<file path="config.mk">
export PLATFORM = sky130hd
export DESIGN_NAME = pwm_output_protect
export DESIGN_NICKNAME = d
export VERILOG_FILES = /design/src/core/dead_time_gen.v /design/src/core/pwm_output_protect.v
export VERILOG_INCLUDE_DIRS = /design/src /design/src/common
export SDC_FILE = /design/constraint.sdc
export NUM_CORES = 1
export LEC_CHECK = 0
export ABC_CLOCK_PERIOD_IN_PS = 12430
export BUFFER_PORTS_ARGS = -buffer_cell sky130_fd_sc_hd__buf_2
export CORE_UTILIZATION = 30
export CTS_CLUSTER_DIAMETER = 40
export DETAILED_ROUTE_END_ITERATION = 10
export PLACE_DENSITY = 0.44
export SLEW_MARGIN = 20
export SYNTH_ARGS = -nofsm -noshare
export SYNTH_HDL_FRONTEND = slang
export SYNTH_SLANG_ARGS = --single-unit
</file>
<file path="constraint.sdc">
create_clock -name clk_sys -period 12.43 [get_ports clk_sys]
set_input_delay 1.8645 -clock clk_sys [delete_from_list [all_inputs] [get_ports clk_sys]]
set_output_delay 1.8645 -clock clk_sys [all_outputs]
set_load 0.01 [all_outputs]
</file>
<file path="src/common/pwm_prot_consts.vh">
`ifndef PWM_PROT_CONSTS_VH
`define PWM_PROT_CONSTS_VH
// register offsets (byte addresses)
`define OFS_CTRL        8'h00
`define OFS_OVR         8'h04
`define OFS_FAULT_CTRL  8'h08
`define OFS_FAULT_STAT  8'h0C
`define OFS_FAULT_ACK   8'h10
`define OFS_DISABLE_MAP_REGISTER      8'h14
`define OFS_MODULUS     8'h18
`define OFS_DEADTIME    8'h1C
`define OFS_STATUS      8'h20
// control register fields
`define CTL_EN          0
`define CTL_LOAD        1
`define CTL_RLDF        2
`define CTL_RLDIE       3
`define CTL_BANK_X_SOFT_DISABLE        4
`define CTL_BANK_Y_SOFT_DISABLE        5
`define CTL_PRSC_LO     6
`define CTL_PRSC_HI     7
`define CTL_OVR_EN      8
`define CTL_COMPL       9
`define CTL_TOPNEG      10
`define CTL_BOTNEG      11
// fault control fields: rearm mode [3:0], interrupt enable [7:4]
`define FC_MODE_LO      0
`define FC_INT_LO       4
// reset values
`define RST_DISABLE_MAP_REGISTER      12'hFFF
`define RST_MODULUS     12'h000
`define RST_DEADTIME    8'h00
// timing
`define CLK_PERIOD_NS   10
`define FILT_SAMPLES    2
`endif

</file>
<file path="src/core/dead_time_gen.v">
`default_nettype none
// one complementary pair: inserts dead time on each toggle of the top request
module dead_time_gen (
  input  wire       clk_sys,
  input  wire       sys_rst,
  input  wire       top_req,
  input  wire [7:0] dead_cycles,
  output wire       top_act,
  output wire       bot_act
);
  reg       last_q;
  reg [7:0] cnt_q;

  // restart the gap counter on every edge of the request
  always @(posedge clk_sys or posedge sys_rst) begin
    if (sys_rst) begin
      last_q <= 1'b0;
      cnt_q  <= 8'h00;
    end else begin
      last_q <= top_req;
      if (top_req != last_q)
        cnt_q <= dead_cycles;
      else if (cnt_q != 8'h00)
        cnt_q <= cnt_q - 8'h01;
    end
  end

  // both sides off while the gap runs, so the pair never overlaps
  assign top_act = (cnt_q == 8'h00) && last_q && top_req;
  assign bot_act = (cnt_q == 8'h00) && !last_q && !top_req;
endmodule
`default_nettype wire

</file>
<file path="src/core/pwm_output_protect.v">
// Contract
// - override bits drive pins when enabled
// - polarity, interlock, dead time kept in override
// - even override bits feed dead time
// - generator keeps running; override without enable
// - leaving override waits for cycle start or disable
// - faults or soft disable force inactive
// - two banks mapped through disable map
// - full map disables all six outputs
// - per-fault automatic or manual rearm
// - low arm, two high samples filter
// - automatic rearm needs low plus cycle
// - level mirrors pin; flag cleared by ack
// - per-fault interrupt latch and clears
// - manual rearm; faults 2,4 need low
// - soft disable releases at cycle start
// - override rearms every clock
// - first enable reloads, sets flag
// - no load permit keeps previous modulus
// - pins drive after prescale dependent delay
// - disable tri-states, clears counter
// - disable keeps flag and interrupts
//
// Decided for this implementation: the address-and-strobe port and the register offsets.
`include "pwm_prot_consts.vh"
`default_nettype none
module pwm_output_protect (
  input  wire        clk_sys,
  input  wire        sys_rst,
  input  wire [7:0]  reg_addr,
  input  wire [31:0] reg_wdata,
  input  wire        reg_wr,
  input  wire        reg_rd,
  output reg  [31:0] reg_rdata,
  input  wire [5:0]  gen_pwm,
  input  wire [3:0]  fault_in,
  output reg  [5:0]  pwm_out,
  output reg  [5:0]  pwm_oe,
  output reg  [3:0]  fault_irq,
  output reg         reload_irq,
  output reg         cycle_start
);
  // control and configuration
  reg        en_q;
  reg        rldf_q;
  reg        rldie_q;
  reg        bank_x_soft_disable_q;
  reg        bank_y_soft_disable_q;
  reg        ovr_en_q;
  reg        compl_q;
  reg        topneg_q;
  reg        botneg_q;
  reg [1:0]  prsc_q;
  reg        load_q;
  reg [5:0]  ovr_q;
  reg [3:0]  fmode_q;
  reg [3:0]  fint_q;
  reg [11:0] disable_map_register_q;
  reg        disable_map_register_done_q;
  reg [11:0] mod_buf_q;
  reg [11:0] mod_act_q;
  reg [7:0]  dead_q;
  reg        ovr_src_q;
  reg [11:0] cnt_q;
  reg [1:0]  pre_q;
  reg        hiz_q;
  // fault state
  reg [3:0]  armed_q;
  reg [3:0]  samp_q;
  reg [3:0]  flev_q;
  reg [3:0]  fflag_q;
  reg [3:0]  fdis_q;
  reg        sdx_q;
  reg        sdy_q;
  integer    i;

  wire wr_ctl = reg_wr && reg_addr == `OFS_CTRL;
  wire wr_ack = reg_wr && reg_addr == `OFS_FAULT_ACK;
  wire en_set = wr_ctl && reg_wdata[`CTL_EN] && !en_q;
  wire wrap   = en_q && cnt_q >= mod_act_q && pre_q == 2'b00;
  // with override on, clearing runs each clock instead of waiting for a wrap
  wire rearm  = ovr_src_q ? 1'b1 : wrap;
  wire [3:0] ack = wr_ack ? reg_wdata[3:0] : 4'h0;
  wire [3:0] rise;

  // per-pin filter and latches
  genvar g;
  generate
    for (g = 0; g < 4; g = g + 1) begin : flt
      // arm on one low sample, then need two high samples
      assign rise[g] = armed_q[g] && samp_q[g] && fault_in[g];
      always @(posedge clk_sys or posedge sys_rst) begin
        if (sys_rst) begin
          armed_q[g] <= 1'b0;
          samp_q[g]  <= 1'b0;
          flev_q[g]  <= 1'b0;
          fflag_q[g] <= 1'b0;
          fdis_q[g]  <= 1'b0;
          fault_irq[g] <= 1'b0;
        end else begin
          samp_q[g] <= fault_in[g] && armed_q[g];
          if (!fault_in[g]) begin
            armed_q[g] <= 1'b1;
            flev_q[g]  <= 1'b0;
          end else if (rise[g]) begin
            armed_q[g] <= 1'b0;
            flev_q[g]  <= 1'b1;
          end
          // set wins over acknowledge
          if (rise[g])
            fflag_q[g] <= 1'b1;
          else if (ack[g])
            fflag_q[g] <= 1'b0;
          if (rise[g] && fint_q[g])
            fault_irq[g] <= 1'b1;
          else if (ack[g] || !fint_q[g])
            fault_irq[g] <= 1'b0;
          // disable at once; release only at a rearm point
          if (rise[g]) begin
            fdis_q[g] <= 1'b1;
          end else if (rearm && fdis_q[g]) begin
            // automatic follows the filtered level; manual waits for the ack
            if (fmode_q[g])
              fdis_q[g] <= flev_q[g];
            else if (g == 0 || g == 2)
              fdis_q[g] <= fflag_q[g] && !ack[g];
            else
              // inputs 2 and 4 also need the pin low at release
              fdis_q[g] <= (fflag_q[g] && !ack[g]) || fault_in[g];
          end
        end
      end
    end
  endgenerate

  // bank disable; each map bit pair chooses bank per pin
  // a soft disable stays in force through sdx/sdy until the next rearm
  wire bank_x = (|fdis_q[1:0]) || bank_x_soft_disable_q || sdx_q;
  wire bank_y = (|fdis_q[3:2]) || bank_y_soft_disable_q || sdy_q;
  wire [5:0] kill;
  generate
    for (g = 0; g < 6; g = g + 1) begin : map
      assign kill[g] = (disable_map_register_q[2*g] & bank_x) | (disable_map_register_q[2*g+1] & bank_y);
    end
  endgenerate

  // override source with complementary partner; generator runs regardless
  wire [5:0] src = ovr_src_q ? ovr_q : (en_q ? gen_pwm : 6'h00);
  wire [5:0] act;
  generate
    for (g = 0; g < 3; g = g + 1) begin : pair
      wire t_a, b_a;
      // even bits drive the dead time generator, odd bits only gate
      dead_time_gen dead_time_gen_inst (
        .clk_sys     (clk_sys),
        .sys_rst     (sys_rst),
        .top_req     (src[2*g]),
        .dead_cycles (dead_q),
        .top_act     (t_a),
        .bot_act     (b_a)
      );
      assign act[2*g]   = compl_q ? t_a : src[2*g];
      assign act[2*g+1] = compl_q ? (b_a && src[2*g+1]) : src[2*g+1];
    end
  endgenerate

  // soft disables hold until a rearm point after clearing
  always @(posedge clk_sys or posedge sys_rst) begin
    if (sys_rst) begin
      sdx_q <= 1'b0;
      sdy_q <= 1'b0;
    end else begin
      sdx_q <= bank_x_soft_disable_q || (sdx_q && !rearm);
      sdy_q <= bank_y_soft_disable_q || (sdy_q && !rearm);
    end
  end

  // control word; load permit is write-only and lives with the reload logic
  always @(posedge clk_sys or posedge sys_rst) begin
    if (sys_rst) begin
      en_q     <= 1'b0;
      rldie_q  <= 1'b0;
      bank_x_soft_disable_q   <= 1'b0;
      bank_y_soft_disable_q   <= 1'b0;
      prsc_q   <= 2'b00;
      ovr_en_q <= 1'b0;
      compl_q  <= 1'b0;
      topneg_q <= 1'b0;
      botneg_q <= 1'b0;
    end else if (wr_ctl) begin
      en_q     <= reg_wdata[`CTL_EN];
      rldie_q  <= reg_wdata[`CTL_RLDIE];
      bank_x_soft_disable_q   <= reg_wdata[`CTL_BANK_X_SOFT_DISABLE];
      bank_y_soft_disable_q   <= reg_wdata[`CTL_BANK_Y_SOFT_DISABLE];
      prsc_q   <= reg_wdata[`CTL_PRSC_HI:`CTL_PRSC_LO];
      ovr_en_q <= reg_wdata[`CTL_OVR_EN];
      compl_q  <= reg_wdata[`CTL_COMPL];
      topneg_q <= reg_wdata[`CTL_TOPNEG];
      botneg_q <= reg_wdata[`CTL_BOTNEG];
    end
  end

  // override bits, fault setup, modulus buffer and dead time
  always @(posedge clk_sys or posedge sys_rst) begin
    if (sys_rst) begin
      ovr_q     <= 6'h00;
      fmode_q   <= 4'h0;
      fint_q    <= 4'h0;
      mod_buf_q <= `RST_MODULUS;
      dead_q    <= `RST_DEADTIME;
    end else begin
      if (reg_wr && reg_addr == `OFS_OVR)
        ovr_q <= reg_wdata[5:0];
      if (reg_wr && reg_addr == `OFS_FAULT_CTRL) begin
        fmode_q <= reg_wdata[`FC_MODE_LO+3:`FC_MODE_LO];
        fint_q  <= reg_wdata[`FC_INT_LO+3:`FC_INT_LO];
      end
      if (reg_wr && reg_addr == `OFS_MODULUS)
        mod_buf_q <= reg_wdata[11:0];
      // a late change can disturb one gap; software sets it before enabling
      if (reg_wr && reg_addr == `OFS_DEADTIME)
        dead_q <= reg_wdata[7:0];
    end
  end

  // map is write-once to protect the power stage
  always @(posedge clk_sys or posedge sys_rst) begin
    if (sys_rst) begin
      disable_map_register_q      <= `RST_DISABLE_MAP_REGISTER;
      disable_map_register_done_q <= 1'b0;
    end else if (reg_wr && reg_addr == `OFS_DISABLE_MAP_REGISTER && !disable_map_register_done_q) begin
      disable_map_register_q      <= reg_wdata[11:0];
      disable_map_register_done_q <= 1'b1;
    end
  end

  // entering override is at once, leaving waits for a cycle start or is at once when disabled
  always @(posedge clk_sys or posedge sys_rst) begin
    if (sys_rst)
      ovr_src_q <= 1'b0;
    else if (ovr_en_q)
      ovr_src_q <= 1'b1;
    else if (!en_q || wrap)
      ovr_src_q <= 1'b0;
  end

  // counter stops and clears while disabled
  always @(posedge clk_sys or posedge sys_rst) begin
    if (sys_rst) begin
      cnt_q <= 12'h000;
      pre_q <= 2'b00;
    end else if (!en_q || en_set) begin
      cnt_q <= 12'h000;
      pre_q <= 2'b00;
    end else if (pre_q != prsc_q) begin
      pre_q <= pre_q + 2'b01;
    end else begin
      pre_q <= 2'b00;
      cnt_q <= wrap ? 12'h000 : cnt_q + 12'h001;
    end
  end

  // reload at first enable and each wrap; old modulus kept without permit
  always @(posedge clk_sys or posedge sys_rst) begin
    if (sys_rst) begin
      rldf_q    <= 1'b0;
      load_q    <= 1'b0;
      mod_act_q <= `RST_MODULUS;
    end else begin
      if (en_set || wrap)
        rldf_q <= 1'b1;
      else if (wr_ctl && !reg_wdata[`CTL_RLDF])
        rldf_q <= 1'b0;
      if ((en_set || wrap) && load_q) begin
        mod_act_q <= mod_buf_q;
        load_q    <= 1'b0;
      end else if (wr_ctl && reg_wdata[`CTL_LOAD])
        load_q <= 1'b1;
    end
  end

  // interrupt level and cycle marker; the flag survives a disable
  always @(posedge clk_sys or posedge sys_rst) begin
    if (sys_rst) begin
      reload_irq  <= 1'b0;
      cycle_start <= 1'b0;
    end else begin
      reload_irq  <= rldie_q && (rldf_q || en_set);
      cycle_start <= en_set || wrap;
    end
  end

  // pins wait a full cycle unless prescale is zero
  always @(posedge clk_sys or posedge sys_rst) begin
    if (sys_rst)
      hiz_q <= 1'b1;
    else if (en_set && reg_wdata[`CTL_PRSC_HI:`CTL_PRSC_LO] == 2'b00)
      hiz_q <= 1'b0;
    else if (!en_q)
      hiz_q <= 1'b1;
    else if (wrap)
      hiz_q <= 1'b0;
  end

  // inactive level per pin: top pins even, bottom pins odd
  wire [5:0] inact = {3{botneg_q, topneg_q}};

  // output stage: kill forces inactive, then polarity per top/bottom
  always @(posedge clk_sys or posedge sys_rst) begin
    if (sys_rst) begin
      pwm_out <= 6'h00;
      pwm_oe  <= 6'h00;
    end else begin
      for (i = 0; i < 6; i = i + 1) begin
        pwm_out[i] <= (act[i] && !kill[i]) ^ inact[i];
        pwm_oe[i]  <= ovr_src_q || (en_q && !hiz_q);
      end
    end
  end

  // read port, data one cycle after the strobe
  // load permit is write-only, so bit 1 of the control word reads zero
  always @(posedge clk_sys or posedge sys_rst) begin
    if (sys_rst)
      reg_rdata <= 32'h00000000;
    else if (reg_rd) begin
      case (reg_addr)
        `OFS_CTRL:       reg_rdata <= {20'h00000, botneg_q, topneg_q, compl_q, ovr_en_q,
                                       prsc_q, bank_y_soft_disable_q, bank_x_soft_disable_q, rldie_q, rldf_q, 1'b0, en_q};
        `OFS_OVR:        reg_rdata <= {26'h0000000, ovr_q};
        `OFS_FAULT_CTRL: reg_rdata <= {24'h000000, fint_q, fmode_q};
        `OFS_FAULT_STAT: reg_rdata <= {24'h000000, fflag_q, flev_q};
        `OFS_DISABLE_MAP_REGISTER:     reg_rdata <= {20'h00000, disable_map_register_q};
        `OFS_MODULUS:    reg_rdata <= {20'h00000, mod_buf_q};
        `OFS_DEADTIME:   reg_rdata <= {24'h000000, dead_q};
        `OFS_STATUS:     reg_rdata <= {26'h0000000, kill};
        default:         reg_rdata <= 32'h00000000;
      endcase
    end else
      reg_rdata <= 32'h00000000;
  end
endmodule
`default_nettype wire

</file>
==> flow_summary.yaml, run 1 <==
floorplanning:
  ios: 104
  placementRows: 59
  core_um2: 26400
  die_x_um: 167
  die_y_um: 167
  initial_core_util: 0.309
  die_area_um2: 27800
routing:
  first_pass_iters: 4
  vias_per_cell: 4.94
  routed_wl_um: 22400
  ant_nets: 0
  drc: 0
  vias: 5737
  wire_per_inst_um: 19.3
  initialDrtViolationCount: 296
setup_path:
  r2r-start: "cnt_q[0]"
  rr_worst_depth: 7
  cp-start-kind: "input port"
  worstReg2RegEnd: "mod_act_q[0]"
  path_class: "in2reg"
  required_ns: 12.74
  arrival_ns: 4.33
  end_kind: "flip-flop"
  crit_path_max_fanout: 12
  r2r_slack_ns: 9.83
clocking:
  ctsHoldBuffers: 0
  clockRootBuffer: "clkbuf_16"
  postCtsResizedCells: 0
  cts_tree: "yes"
  htreeDepth: 4
  clk_pin_slew_ns: 0.07
  cts_setup_buffers: 0
  cts.sinks: 161
  cts_buffer_depth: 2
  cts_buffers: 17
  worstSkewPairLatency_ns: 0.43
cells_and_area:
  nFillCells: 2671
  area_growth_pct: 14.3
  final_nets: 883
  regArea_um2: 4050
  layout_commonest_cell: "dfrtp_1"
  drive_gt1_frac: 0.250
  final_cell_area_um2: 9300
  layout_common_cells: "148 x dfrtp_1, 86 x nand2_1, 70 x mux2_2"
  multi_input_area_um2: 3680
timing:
  rsz0062_at_grt: "false"
  layout_min_cycle_time_ns: 4.02
  clock.fmax_mhz: 249
  worst_slew_pin_slew_ns: 0.983
  hold_viol_final: 0
  setup_tns_ns: 0
  holdWs_ns: 0.456
  finalSetupViolCount: 0
  slew_violations: 0
  clock_skew_ns: 0.00822
  maxSlewHeadroom: 0.339
  fin_crit_sh: 0.323
synthesis:
  synth_edf_count: 0
  yosysSeqAreaShare: 0.497
  synth.distinct_cells: 65
  yosysWarnings: 0
  ys_ff_latch: 161
  async_flop_share: 1.00
  synth.avg_cell_area_um2: 10.7
  syn_area_um2: 8130
  syn-instance-count: 760
  synth_ff_type: "dfrtp_1"
placed_design:
  io_buffers: 63
  dp.final_hpwl_um: 15900
  place_area_um2: 8650
  globalplace.congestion: 0.800
grt:
  antenna_found_initial: 1
  grt_pass1_wl_um: 35200
  grt_usage: 0.168
  gr-total-overflow: 0
  grt_max_degree: 95
  grt_pass1_vias: 5793
worst_hold_path:
  hold_depth: 1
  hold_end: "armed_q[0]"
  min-delay-start: "samp_q[0]"
  hold_class: "reg2reg"
pwr:
  ir_drop_uv: 87.0
  p_leak_nw: 4.34
  power_density_nw_per_um2: 175
status:
  status: "finished clean"
job:
  drv_cap: 0
## layer usage
layer / GRT usage / part of all wire / up-vias / routed length, µm
met3: 0.0340 / 0.035 / 13 / 788
met4: 0.0479 / 0.012 / 0 / 266
met5: 0 / 0 / - / 0
li1: - / - / 2763 / -
met1: 0.228 / 0.48 / 2843 / 10700
met2: 0.270 / 0.48 / 118 / 10600
## sequential cells by signal, indices dropped and copies added (netlist names), 2 cells and up
register                        count
armed_q                             4
pwm_out                             6
fflag_q                             4
fault_irq                           4
pair.dead_time_gen_inst.cnt_q      24
disable_map_register_q             12
fdis_q                              4
flev_q                              4
mod_buf_q                          12
reg_rdata                          12
ovr_q                               6
samp_q                              4
fmode_q                             4
pair.dead_time_gen_inst.last_q      3
cnt_q                              12
pre_q                               2
prsc_q                              2
mod_act_q                          12
dead_q                              8
fint_q                              4
## stage by stage
stage	utilization	std cells	setup slack, ns	total power, mW
floorplan	-	779	6.24	0.953
global placement	0.328	1128	7.95	1.06
detailed placement	0.328	1128	7.94	1.06
CTS	0.353	1160	8.40	1.65
global route	0.353	1161	8.29	1.73
finish	0.353	1161	8.41	1.63
## synth_stat cells, types with 4 or more instances
cell type / instances / area share
and2_1: 8 / 0.0062
xnor2_1: 16 / 0.017
buf_4: 26 / 0.024
nor2_1: 38 / 0.018
a31o_2: 5 / 0.0054
o21ai_0: 30 / 0.018
a22o_1: 13 / 0.014
a21oi_1: 24 / 0.015
or3_1: 6 / 0.0046
and3_1: 12 / 0.0092
inv_1: 41 / 0.019
a211oi_1: 5 / 0.0046
nand2b_1: 7 / 0.0054
ha_1: 17 / 0.026
nand3_1: 21 / 0.013
nand2_1: 86 / 0.040
o31ai_1: 4 / 0.0037
a22oi_1: 12 / 0.011
mux2_2: 70 / 0.097
mux2_4: 10 / 0.018
a32oi_1: 6 / 0.0065
nand4_1: 7 / 0.0054
o31a_1: 4 / 0.0043
o311ai_0: 4 / 0.0043
nor3_1: 13 / 0.0080
dfstp_2: 13 / 0.042
clkbuf_1: 19 / 0.0088
xor2_1: 15 / 0.016
a31oi_1: 6 / 0.0046
dfrtp_1: 148 / 0.46
a21boi_0: 4 / 0.0037
nor2b_1: 14 / 0.011
mux2i_1: 6 / 0.0074
a21o_1: 4 / 0.0037
## worst max-delay path by stage
stage | startpoint | to | cells after the start
4_1_cts | reg_addr[1] | mod_buf_q[1] | 6
6_report | reg_addr[1] | mod_buf_q[1] | 6
2_1_floorplan | sys_rst | armed_q[0] | 1
3_5_place_dp | reg_addr[1] | mod_buf_q[5] | 6
3_3_place_gp | reg_addr[1] | mod_buf_q[5] | 6
5_1_grt | reg_addr[1] | mod_buf_q[1] | 6
## logic make-up after synthesis
kind of cell    Yosys count  share of synthesized area
compound gates          137                      0.116
buf+inv                  94                     0.0586
flops                   161                      0.497
other cells               1                   0.000461
mux                      86                      0.123
xor+xnor                 31                     0.0334
simple gates            233                      0.145
fa+ha+maj                17                     0.0262
## cell type report
cell class	count	area share
antenna	1	0.000269
clock buffer	20	0.0502
clock inverter	12	0.0192
inverter	41	0.0171
multi-input combinational	524	0.396
sequential	161	0.435
tap	335	0.0451
timing repair buffer	67	0.0371
## critical path, cell delays in order
cell and delay, ns:
buf_2 0.10, or4_4 0.60, or2_0 0.46, nor3_4 0.50, nand2_2 0.39, mux2_4 0.40
## report_power, final
part	internal, mW	switching [mW]
sequential	0.589	0.0562
clock	0.353	0.227
combinational	0.165	0.238
(Power assumes the default switching activity.)
==> run 2, diff against run 1 <==
ABC_AREA = 1   (was unset)
ABC_CLOCK_PERIOD_IN_PS = 3500   (was 12430)
PLACE_DENSITY = 0.46   (was 0.44)
clock period = 3.5 ns   (was 12.43 ns; I/O delays follow)
==> flow_summary.yaml, run 2 <==
job:
  drv_cap: 0
placed_design:
  dpl_worst_slack_ns: 0.929
  io_buffers: 63
  globalplace.congestion: 0.837
  dp.final_hpwl_um: 15900
  post-place-cells: 1370
floorplanning:
  initial_core_util: 0.307
  die_y_um: 166
  core_um2: 26200
  die_x_um: 166
  ios: 104
  die_area_um2: 27500
  placementRows: 59
setup_path:
  required_ns: 3.82
  slowest_stage: "dfrtp_1"
  max_stage_delay_ns: 0.42
  path_class: "reg2reg"
  cp_common_cell: "nand2_1"
  critPathBufInv: 0
  cp-start-kind: "flip-flop"
  timing.critical_path.max_delay_family: "simple AND/OR/NAND/NOR gates"
  arrival_ns: 2.64
  crit_chain: "ha_1 > nand2_1 > nor2_1 > nand2_1 > nor2_1 > nand2_1 > nand2_1 > nand2_1 > nand2_2 > nand2_2 > nand2_1 > nand2_1"
  end_kind: "flip-flop"
  crit_path_max_fanout: 15
synthesis:
  synthTopCellsByArea: "dfrtp_1 46%, nand2_1 14%, o21ai_0 5.8%, nand3_1 5.3%, inv_1 5.3%"
  yosysMostFrequentCell: "nand2_1"
  syn_area_um2: 8050
  syn-instance-count: 998
  synth.top_cell.area_share: 0.460
  synth.avg_cell_area_um2: 8.06
  synth_edf_count: 0
  yosys-top-cells-count: "297 x nand2_1, 148 x dfrtp_1, 114 x inv_1"
  synth_top_cell_by_area: "dfrtp_1"
  ys_ff_latch: 161
  async_flop_share: 1.00
  yosysSeqAreaShare: 0.503
  synth.distinct_cells: 36
  yosysWarnings: 0
  synth_ff_type: "dfrtp_1"
clocking:
  cts_setup_buffers: 0
  worstSkewPairLatency_ns: 0.43
  htreeDepth: 4
  ctsHoldBuffers: 0
  clk_pin_slew_ns: 0.07
  cts.sinks: 161
  clockRootBuffer: "clkbuf_16"
  cts_tree: "yes"
  cts_buffers: 17
  cts_buffer_depth: 2
  postCtsResizedCells: 0
grt:
  grt_max_degree: 162
  antenna_found_initial: 0
  grt_usage: 0.168
  grt_pass1_wl_um: 35600
  grt_pass1_vias: 6283
  gr-total-overflow: 0
timing:
  setup_slack_ns: 1.18
  clock_skew_ns: 0.00976
  finalSetupViolCount: 0
  clock.fmax_mhz: 430
  fin_crit_sh: 0.664
  worst_slew_pin_slew_ns: 1.01
  holdWs_ns: 0.279
  setup_tns_ns: 0
  rsz0062_at_grt: "false"
  slew_violations: 0
  hold_viol_final: 0
  maxSlewHeadroom: 0.324
  layout_min_cycle_time_ns: 2.32
routing:
  initialDrtViolationCount: 467
  drc: 8
  first_pass_iters: 10
  vias_per_cell: 4.66
  routed_wl_um: 22000
  wire_per_inst_um: 15.7
  vias: 6536
  ant_nets: 0
cells_and_area:
  layout_common_cells: "297 x nand2_1, 148 x dfrtp_1, 113 x inv_1"
  drive_gt1_frac: 0.130
  largest_reg_flops: 24
  layout_commonest_cell: "nand2_1"
  stdcell_count: 1402
  multi_input_area_um2: 3310
  nFillCells: 2757
  regArea_um2: 4050
  final_nets: 1125
  antenna_cells: 0
  area_growth_pct: 14.4
  top_register: "pair.dead_time_gen_inst.cnt_q"
status:
  failed_checks: "DRC"
  status: "finished, violations left"
pwr:
  p_switching_mw: 2.00
  clkPwrFrac: 0.340
  p_int_mw: 3.70
  power_frac_seq: 0.404
  power_density_nw_per_um2: 618
  ir_drop_uv: 267
  finalPower_mw: 5.69
  p_leak_nw: 4.49
  combPwrFrac: 0.256
  p_sw_frac: 0.351
worst_hold_path:
  hold_class: "in2async"
-- run 2: per-stage QoR --
stage          utilization  instance area (µm²)
2_1_floorplan            -                 8120
3_3_place_gp         0.328                 8600
3_5_place_dp         0.328                 8600
4_1_cts              0.351                 9200
5_1_grt              0.351                 9200
6_report             0.351                 9200
-- run 2: kinds of logic after synthesis --
family	share of synthesized area
AOI/OAI and AO/OA	0.0964
xor gates and xnor gates	0.0218
adders and majority gates	0.0264
buffers and inverters	0.0942
DFF	0.503
other	0.000466
and+or+nand+nor	0.258
-- run 2: layout make-up --
cell class / count / area share
Sequential cell: 161 / 0.440
Inverter: 119 / 0.0489
Multi-Input combinational cell: 686 / 0.360
Clock buffer: 19 / 0.0492
Tap cell: 335 / 0.0455
Timing Repair Buffer: 69 / 0.0405
Clock inverter: 13 / 0.0162
-- run 2: worst paths after layout --
kind | to | slack [ns] | cells past startpoint | from
min reg2reg | disable_map_register_done_q | 0.46 | 2 | disable_map_register_done_q
max in group asynchronous | load_q | 2.39 | 3 | sys_rst
min in group clk_sys | armed_q[0] | 0.31 | 2 | fault_in[0]
max reg2reg | mod_act_q[7] | 1.18 | 12 | cnt_q[11]
min | armed_q[1] | 0.28 | 3 | sys_rst
max | mod_act_q[7] | 1.18 | 12 | cnt_q[11]
-- run 2: power groups by stage --
stage	Combinational [mW]	Clock, mW	Sequential (mW)
final	1.46	1.93	2.30
after global placement	1.47	0	2.33
after global routing	1.69	2.06	2.33
after floorplan	1.16	0	2.29
after CTS	1.48	1.97	2.30
after detailed placement	1.48	0	2.33
-- run 2: layer usage --
layer / wire (µm) / share of wire / GRT usage / up-vias
li1: - / - / - / 3286
met1: 11300 / 0.51 / 0.244 / 3102
met2: 9830 / 0.45 / 0.261 / 130
met4: 255 / 0.012 / 0.0410 / 0
met5: 0 / 0 / 0 / -
met3: 686 / 0.031 / 0.0267 / 18
-- run 2: worst register-to-register path, stage by stage, from the launching register on --
cell	delay (ns)
dfrtp_1	0.42
ha_1	0.31
nand2_1	0.07
nor2_1	0.14
nand2_1	0.08
nor2_1	0.10
nand2_1	0.06
nand2_1	0.10
nand2_1	0.22
nand2_2	0.31
nand2_2	0.24
nand2_1	0.13
nand2_1	0.05
